===== src/cbs_regs.vh =====
// Constants for the bus-cycle sequencer: opcodes, cycle kinds, bus idle values
`ifndef CBS_REGS_VH
`define CBS_REGS_VH
// Address bus value for internal (dead) cycles
`define CBS_DEAD_ADDR 16'hffff
// Upper address byte driven during reset
`define CBS_RESET_ADDR_HI 8'hff
// Opcode classes decoded by the sequencer
`define CBS_CLS_IMM8 4'h0
`define CBS_CLS_IMM16 4'h1
`define CBS_CLS_DIR8 4'h2
`define CBS_CLS_DIR16 4'h3
`define CBS_CLS_STA_DIR 4'h4
`define CBS_CLS_STD_DIR 4'h5
`define CBS_CLS_INH1 4'h6
`define CBS_CLS_PREF 4'h7
// Internal cycles spent by prefetching instructions before the next fetch
`define CBS_PREF_MUL 4'h6
`define CBS_PREF_PUL 4'h2
`define CBS_PREF_DAA 4'h1
`define CBS_PREF_XCHG 4'h1
// Selected opcodes
`define CBS_OP_MUL 8'h3d
`define CBS_OP_PULA 8'h32
`define CBS_OP_PULB 8'h33
`define CBS_OP_DAA 8'h19
`define CBS_OP_XCHG 8'h18
`define CBS_OP_STAA_DIR 8'h97
`define CBS_OP_STAB_DIR 8'hd7
`endif


===== src/cbs_decode.v =====
// Opcode classifier for the bus-cycle sequencer
`timescale 1ns/100ps
`default_nettype none
`include "cbs_regs.vh"
module cbs_decode (
  input wire [7:0] opcode,
  output reg [3:0] op_class,
  output reg [3:0] pref_cycles
);
  // Row and column split follows the opcode map
  wire [3:0] hi;
  wire [3:0] lo;
  assign hi = opcode[7:4];
  assign lo = opcode[3:0];

  // Classify; unknown opcodes act as one-cycle inherent to keep the bus moving
  always @* begin
    op_class = `CBS_CLS_INH1;
    pref_cycles = 4'h0;
    if (opcode == `CBS_OP_MUL) begin
      op_class = `CBS_CLS_PREF;
      pref_cycles = `CBS_PREF_MUL;
    end else if (opcode == `CBS_OP_PULA || opcode == `CBS_OP_PULB) begin
      op_class = `CBS_CLS_PREF;
      pref_cycles = `CBS_PREF_PUL;
    end else if (opcode == `CBS_OP_DAA) begin
      op_class = `CBS_CLS_PREF;
      pref_cycles = `CBS_PREF_DAA;
    end else if (opcode == `CBS_OP_XCHG) begin
      op_class = `CBS_CLS_PREF;
      pref_cycles = `CBS_PREF_XCHG;
    end else if (opcode == `CBS_OP_STAA_DIR || opcode == `CBS_OP_STAB_DIR) begin
      op_class = `CBS_CLS_STA_DIR;
    end else if ((hi == 4'h9 || hi == 4'hd) && (lo == 4'hf || (hi == 4'hd && lo == 4'hd))) begin
      op_class = `CBS_CLS_STD_DIR;
    end else if ((hi == 4'h9 || hi == 4'hd) && (lo == 4'h3 || lo == 4'hc || lo == 4'he)) begin
      op_class = `CBS_CLS_DIR16;
    end else if (hi == 4'h9 || hi == 4'hd) begin
      op_class = `CBS_CLS_DIR8;
    end else if ((hi == 4'h8 || hi == 4'hc) && (lo == 4'h3 || lo == 4'hc || lo == 4'he)) begin
      op_class = `CBS_CLS_IMM16;
    end else if (hi == 4'h8 || hi == 4'hc) begin
      op_class = `CBS_CLS_IMM8;
    end
  end
endmodule // cbs_decode
`default_nettype wire


===== src/cbs_sequencer.v =====
// Bus-cycle sequencer: addresses, direction and strobes for each instruction cycle
// How it works
// - Multiply, pull, decimal_adjust and exchange_d_with_index run internal cycles after the next opcode is fetched.
// - Direct 16-bit loads take 4 cycles: address byte, high data at operand, low data at operand+1, next opcode.
// - Direct 16-bit stores take 4 cycles: address byte, write high byte, write low byte at +1, next opcode.
// - Reset drives the upper address high and floats data and ports; standby floats all; halt and sleep keep ports.
// - Hardware standby floats the processor clock output along with the other control outputs.
`timescale 1ns/100ps
`default_nettype none
`include "cbs_regs.vh"
module cbs_sequencer #(
  parameter [15:0] START_ADDR = 16'h0000
) (
  input wire ref_clk,
  input wire srst,
  input wire hardware_standby_n,
  input wire halt_req,
  input wire sleep_req,
  input wire [7:0] data_in,
  input wire [15:0] reg_data,
  input wire [7:0] acc_data,
  input wire [7:0] port5_val,
  input wire [7:0] port6_val,
  output reg [15:0] addr,
  output wire addr_lo_oe_n,
  output wire addr_hi_oe_n,
  output reg [7:0] data_out,
  output wire data_oe_n,
  output wire rw,
  output wire rd_n,
  output wire wr_n,
  output wire instruction_fetch_indicator_n,
  output wire ctrl_oe_n,
  output wire eclk,
  output wire eclk_oe_n,
  output reg [7:0] port5_out,
  output wire port5_oe_n,
  output reg [7:0] port6_out,
  output wire port6_oe_n,
  output reg [7:0] opcode_r,
  output reg [15:0] operand_r
);
  // Sequencer states
  localparam [2:0] ST_RESET = 3'h0;
  localparam [2:0] ST_FETCH = 3'h1;
  localparam [2:0] ST_EXEC = 3'h2;
  localparam [2:0] ST_INTERNAL = 3'h3;
  localparam [2:0] ST_HALT = 3'h4;

  reg [2:0] state_r;
  reg [2:0] state_nxt;
  reg [15:0] pc_r;
  reg [15:0] pc_nxt;
  reg [3:0] cyc_r;
  reg [3:0] cyc_nxt;
  reg [3:0] icnt_r;
  reg [3:0] icnt_nxt;
  reg [15:0] ea_r;
  reg [15:0] ea_nxt;
  reg [7:0] opcode_nxt;
  reg [15:0] operand_nxt;
  reg [15:0] addr_nxt;
  reg [7:0] dout_nxt;
  reg rw_r;
  reg rw_nxt;
  reg lir_r;
  reg lir_nxt;
  reg eclk_r;
  wire [3:0] op_class;
  wire [3:0] pref_cycles;
  wire [7:0] dec_op;
  wire standby;

  assign standby = ~hardware_standby_n;
  // Decode straight from the bus in the fetch cycle, from the latch afterwards
  assign dec_op = (state_r == ST_FETCH) ? data_in : opcode_r;

  cbs_decode u_dec (
    .opcode(dec_op),
    .op_class(op_class),
    .pref_cycles(pref_cycles)
  );

  // Next-cycle planning; each branch sets the bus for the cycle that follows
  always @* begin
    state_nxt = state_r;
    pc_nxt = pc_r;
    cyc_nxt = cyc_r;
    icnt_nxt = icnt_r;
    ea_nxt = ea_r;
    opcode_nxt = opcode_r;
    operand_nxt = operand_r;
    addr_nxt = addr;
    dout_nxt = data_out;
    rw_nxt = 1'b1;
    lir_nxt = 1'b1;
    case (state_r)
      ST_RESET: begin
        state_nxt = ST_FETCH;
        pc_nxt = START_ADDR;
        addr_nxt = START_ADDR;
        lir_nxt = 1'b0;
      end
      ST_FETCH: begin
        // Opcode is on the bus now; first operand cycle reads PC+1
        opcode_nxt = data_in;
        cyc_nxt = 4'h1;
        if (op_class == `CBS_CLS_INH1 || op_class == `CBS_CLS_PREF) begin
          pc_nxt = pc_r + 16'h0001;
          addr_nxt = pc_r + 16'h0001;
          lir_nxt = 1'b0;
          icnt_nxt = pref_cycles;
          state_nxt = (op_class == `CBS_CLS_PREF) ? ST_INTERNAL : ST_FETCH;
        end else begin
          addr_nxt = pc_r + 16'h0001;
          state_nxt = ST_EXEC;
        end
      end
      ST_EXEC: begin
        cyc_nxt = cyc_r + 4'h1;
        state_nxt = ST_FETCH;
        lir_nxt = 1'b0;
        case (op_class)
          `CBS_CLS_IMM8: begin
            addr_nxt = pc_r + 16'h0002;
            pc_nxt = pc_r + 16'h0002;
          end
          `CBS_CLS_IMM16: begin
            if (cyc_r == 4'h1) begin
              operand_nxt = {data_in, operand_r[7:0]};
              addr_nxt = pc_r + 16'h0002;
              lir_nxt = 1'b1;
              state_nxt = ST_EXEC;
            end else begin
              operand_nxt = {operand_r[15:8], data_in};
              addr_nxt = pc_r + 16'h0003;
              pc_nxt = pc_r + 16'h0003;
            end
          end
          `CBS_CLS_DIR8, `CBS_CLS_STA_DIR: begin
            if (cyc_r == 4'h1) begin
              ea_nxt = {8'h00, data_in};
              addr_nxt = {8'h00, data_in};
              rw_nxt = (op_class != `CBS_CLS_STA_DIR);
              dout_nxt = acc_data;
              lir_nxt = 1'b1;
              state_nxt = ST_EXEC;
            end else begin
              if (op_class == `CBS_CLS_DIR8) begin
                operand_nxt = {8'h00, data_in};
              end
              addr_nxt = pc_r + 16'h0002;
              pc_nxt = pc_r + 16'h0002;
            end
          end
          default: begin
            // direct 16-bit loads and direct 16-bit stores share the walk
            lir_nxt = 1'b1;
            state_nxt = ST_EXEC;
            if (cyc_r == 4'h1) begin
              ea_nxt = {8'h00, data_in};
              addr_nxt = {8'h00, data_in};
              rw_nxt = (op_class == `CBS_CLS_DIR16);
              dout_nxt = reg_data[15:8];
            end else if (cyc_r == 4'h2) begin
              // low byte to destination + 1
              operand_nxt = {data_in, operand_r[7:0]};
              addr_nxt = ea_r + 16'h0001;
              rw_nxt = (op_class == `CBS_CLS_DIR16);
              dout_nxt = reg_data[7:0];
            end else begin
              operand_nxt = {operand_r[15:8], data_in};
              addr_nxt = pc_r + 16'h0002;
              pc_nxt = pc_r + 16'h0002;
              lir_nxt = 1'b0;
              state_nxt = ST_FETCH;
            end
          end
        endcase
      end
      ST_INTERNAL: begin
        // One dead cycle per count after the prefetch, then the opcode is fetched again
        if (icnt_r == 4'h0) begin
          addr_nxt = pc_r;
          lir_nxt = 1'b0;
          state_nxt = ST_FETCH;
        end else begin
          addr_nxt = `CBS_DEAD_ADDR;
          icnt_nxt = icnt_r - 4'h1;
        end
      end
      ST_HALT: begin
        if (!halt_req && !sleep_req) begin
          addr_nxt = pc_r;
          lir_nxt = 1'b0;
          state_nxt = ST_FETCH;
        end
      end
      default: state_nxt = ST_RESET;
    endcase
    // Halt and sleep are honoured only at an instruction boundary
    if (state_r == ST_FETCH && state_nxt == ST_FETCH && (halt_req || sleep_req)) begin
      state_nxt = ST_HALT;
      lir_nxt = 1'b1;
    end
  end

  // Registered bus state
  always @(posedge ref_clk) begin
    if (srst || standby) begin
      state_r <= ST_RESET;
      pc_r <= 16'h0000;
      cyc_r <= 4'h0;
      icnt_r <= 4'h0;
      ea_r <= 16'h0000;
      opcode_r <= 8'h00;
      operand_r <= 16'h0000;
      addr <= {`CBS_RESET_ADDR_HI, 8'hff};
      data_out <= 8'h00;
      rw_r <= 1'b1;
      lir_r <= 1'b1;
    end else begin
      state_r <= state_nxt;
      pc_r <= pc_nxt;
      cyc_r <= cyc_nxt;
      icnt_r <= icnt_nxt;
      ea_r <= ea_nxt;
      opcode_r <= opcode_nxt;
      operand_r <= operand_nxt;
      addr <= addr_nxt;
      data_out <= dout_nxt;
      rw_r <= rw_nxt;
      lir_r <= lir_nxt;
    end
  end

  // Processor clock out, one toggle per cycle; stops in standby
  always @(posedge ref_clk) begin
    if (srst || standby) begin
      eclk_r <= 1'b0;
    end else begin
      eclk_r <= ~eclk_r;
    end
  end

  // Ports keep last value in halt and sleep since the latch just stops loading
  always @(posedge ref_clk) begin
    if (srst) begin
      port5_out <= 8'h00;
      port6_out <= 8'h00;
    end else if (state_r != ST_HALT && state_r != ST_RESET) begin
      port5_out <= port5_val;
      port6_out <= port6_val;
    end
  end

  // pin float map for reset, standby and halt
  assign addr_lo_oe_n = standby | (state_r == ST_HALT);
  assign addr_hi_oe_n = standby | (state_r == ST_HALT);
  assign data_oe_n = standby | (state_r == ST_RESET) | (state_r == ST_HALT) | rw_r;
  assign port5_oe_n = standby | srst | (state_r == ST_RESET);
  assign port6_oe_n = standby | srst | (state_r == ST_RESET);
  // clock and control pins float in standby
  assign ctrl_oe_n = standby;
  assign eclk_oe_n = standby;
  assign eclk = eclk_r;
  // strobes from direction; indicator only on opcode fetch
  assign rw = rw_r;
  assign rd_n = ~rw_r | (state_r == ST_RESET) | (state_r == ST_HALT) | (addr == `CBS_DEAD_ADDR);
  assign wr_n = rw_r;
  assign instruction_fetch_indicator_n = lir_r;
endmodule // cbs_sequencer
`default_nettype wire


===== config.mk =====
export PLATFORM = sky130hd
export DESIGN_NAME = cbs_sequencer
export DESIGN_NICKNAME = d
export VERILOG_FILES = /design/src/cbs_decode.v /design/src/cbs_sequencer.v
export VERILOG_INCLUDE_DIRS = /design/src
export SDC_FILE = /design/constraint.sdc
export NUM_CORES = 1
export LEC_CHECK = 0
export ABC_CLOCK_PERIOD_IN_PS = 3300
export BUFFER_PORTS_ARGS = -buffer_cell sky130_fd_sc_hd__buf_2
export CAP_MARGIN = 20
export CORE_UTILIZATION = 45
export DETAILED_ROUTE_END_ITERATION = 6
export GPL_TIMING_DRIVEN = 1
export PLACE_DENSITY = 0.67
export SYNTH_ARGS = -nofsm -noshare
export SYNTH_HDL_FRONTEND = slang
export SYNTH_SLANG_ARGS = --single-unit

===== constraint.sdc =====
create_clock -name ref_clk -period 3.3 [get_ports ref_clk]
set_input_delay 0.165 -clock ref_clk [delete_from_list [all_inputs] [get_ports ref_clk]]
set_output_delay 0.165 -clock ref_clk [all_outputs]
set_load 0.05 [all_outputs]

==> impl_results.md <==
- FMAX: 337 MHz
- Grt ovf: 0
- DRC violation count after routing: 14
- Die area: 0.0157 sq mm
- Worst R2R Start: state_r[0]
- Synth warnings: 0
- Die Wd: 125 um
- Post-CTS sizing: 0
- Failing checks: DRC
- Worst Path Arrival: 3200 ps
- Total global-route track usage: 29.0%
- Worst Skew: 7.43 ps
- Worst path max stage delay: 570 ps
- Max FO, Critical Path: 24
- I/O Buffers: 128
- Post-Synthesis Cells: 930
- Max H-tree Level: 3
- Max_cap viols: 0
- Max clock buf depth: 2
- Initial Utilization: 46.6%
- Most used cell, CP: nor3_1
- Max_slew headroom: 49.3%
- Initial antenna violation count: 0
- RePlAce Congestion: 0.977
- Register area share after synthesis: 29.8%
- PD cells: 347 mW/mm^2
- Io pins: 129
- Nets: 1092
- Post-synth top area share: 29.8%
- Layout fillers: 1423
- Syn nets: 992
- Setup TNS: 0 ps
- Share of layout cells above drive strength 1: 22.1%
- Most frequent cells in the layout: 158 x nand2_1, 129 x buf_2, 102 x dfxtp_1
- Clock Latency Late Sink: 360 ps
- Mean Syn Cell Area: 7.37 sq um
- Crit. End Element: flop
- Synthesized area: 0.00686 sq mm
- Async set-reset flop share out of synthesis: 0%
- Outcome: finished, violations left
- Post-route ant nets: 0
- Wire length of the first global-routing pass: 36400 um
- CP Class: reg2reg
- Placed Area: 0.00771 sq mm
- Placed wire-length estimate: 16500 um
- Critical Path Sink: addr[15]
- Max-slew violation total from the final report: 0
- EDFF count, synth: 0
- TritonCTS clock tree: yes
- Startpoint Class: flop
- Most common cell after layout, fill and taps aside: nand2_1
- Final wirelength: 22900 um
- Initial DRC count: 879
- ANT cells: 0
- Design area: 0.00800 sq mm
- Post-CTS setup buffer count: 0
- Area Overhead vs Synth: 16.6%
- GRT met3 Usage: 5.78%
- Final hold vios: 0
- Hold crit path type: in2reg
- Clk pin slew, worst setup/hold paths: 70 ps
- Post-synth cell types: 82
- Routed WL per cell: 18.8 um
- Leakage: 3.02 nW
- Clock Tree Root: clkbuf_16
- Post-layout min period: 2960 ps
- Overall die height: 125 um
- FF-to-FF setup slack: 340 ps
- Critical Path Start: state_r[0]
- Synth Register Bits: 102
- Worst slack, placed: 415 ps
- # clock sinks: 102
- Post-synth top flop: dfxtp_1
- Largest net degree at the start of global routing: 52
- Final Setup Violations: 0
- Vias in the first global route: 6707
- Setup ws final: 336 ps
- Fin util: 54.4%
- Worst-Margin Slew: 757 ps
- Critical path's slowest cell: or3b_4
- Via count: 7585
- TritonCTS Buffers: 9
- Met1 usage: 39.0%
- Fin crit share: 89.8%
- Area contributors post-synth: dfxtp_1 30%, nand2_1 8.6%, a21oi_1 5.6%
- Critical path required time: 3540 ps
- GR Util met2: 44.7%
- # hold bufs at CTS: 0
- Row cnt: 44
- Worst r2r path cells: 7
- Worst path cell trace: or3b_4 -> o211a_1 -> nor2_1 -> nor3_2 -> nor3_1 -> nor3_1 -> or4_1
- Core area: 0.0147 sq mm
- Leading area contributor after synthesis: dfxtp_1
- Pre-antenna DRT Iters: 7
- FF-to-FF End: addr[15]
- RSZ-0062 raised after global routing: false
- Grt peak-use layer: met2
- Vias/cell: 6.22
- Max VDD drop: 0.000286 V
==> layout make-up <==
cell class                      count  area, sq um  area share (%)
Tap cell                          184          230            2.88
Multi-Input combinational cell    734         4440            55.5
Sequential cell                   102         2040            25.5
Inverter                           12         45.0           0.563
Timing Repair Buffer              171          961            12.0
Clock buffer                        9          225            2.82
Clock inverter                      7         55.1           0.689
==> sequential cells by signal (all words and copies together), names as in the netlist, 8 cells and up <==
signal / cells
addr: 16
operand_r: 16
pc_r: 16
data_out: 8
ea_r: 8
opcode_r: 8
port5_out: 8
port6_out: 8
==> metal layers <==
layer	share of wire, %	wire, um	up-vias
met2	43	9920	465
met3	10	2370	55
met4	3.1	704	0
met5	0	0	-
li1	-	-	3599
met1	43	9890	3466
==> metrics by stage <==
step	total power [mW]	hold slack (ps)	cells
global placement	1.76	403	1202
floorplan	1.62	302	930
detailed placement	1.77	414	1202
global route	2.88	47.0	1219
finish	2.77	45.5	1219
CTS	2.79	40.8	1218
==> how the worst min path moves through the flow <==
stage | cells after the start | startpoint | end | slack (ps)
detailed placement | 1 | eclk | eclk | 410
global placement | 1 | eclk | eclk | 400
finish | 3 | port5_val[3] | port5_out[3] | 50
global route | 3 | port5_val[6] | port5_out[6] | 50
floorplan | 2 | data_in[4] | operand_r[4] | 300
CTS | 3 | port5_val[5] | port5_out[5] | 40
==> synthesized netlist by cell type (all sizes together), types with 3 or more instances <==
| cell | count |
|---|---|
| a31oi | 12 |
| or4 | 4 |
| xor2 | 9 |
| nor4 | 8 |
| nor2b | 4 |
| mux2 | 7 |
| nand3b | 4 |
| o221ai | 4 |
| dfxtp | 102 |
| and3 | 8 |
| o311ai | 9 |
| clkbuf | 63 |
| inv | 12 |
| o32ai | 3 |
| nor2 | 68 |
| nand4 | 15 |
| a21oi | 77 |
| o211ai | 20 |
| a311oi | 3 |
| o2111ai | 4 |
| a22oi | 3 |
| o211a | 3 |
| o31ai | 6 |
| or3b | 4 |
| nand2b | 3 |
| nand2 | 159 |
| ha | 9 |
| nor3b | 3 |
| mux2i | 17 |
| o21a | 4 |
| buf | 19 |
| a211oi | 16 |
| nand3 | 63 |
| nor3 | 24 |
| xnor2 | 21 |
| and2 | 7 |
| o21ai | 70 |
| a2111oi | 5 |
| a221oi | 12 |
| or2 | 6 |
| or3 | 7 |
| o22ai | 5 |
==> logic make-up after synthesis <==
group / after synthesis / synth area share [%]
XOR/XNOR: 30 / 3.83
multiplexers: 24 / 3.74
flip-flops: 102 / 29.8
adder cells (fa/ha/maj): 9 / 1.64
buffers and inverters: 94 / 5.91
AND/OR/NAND/NOR: 394 / 27.9
AO/OA/AOI/OAI: 277 / 27.2
==> worst max-delay path, delay by kind of cell (launching register included) <==
kind / cells / cell delay (ps)
AOI/OAI and AO/OA: 1 / 270
and+or+nand+nor: 6 / 2080
DFF: 1 / 490
==> report_power, final <==
| group | switching, mW | internal, mW |
|---|---|---|
| logic | 0.326 | 0.132 |
| clock network | 0.510 | 0.520 |
| registers | 0.0274 | 1.26 |
(Power assumes the default switching activity.)
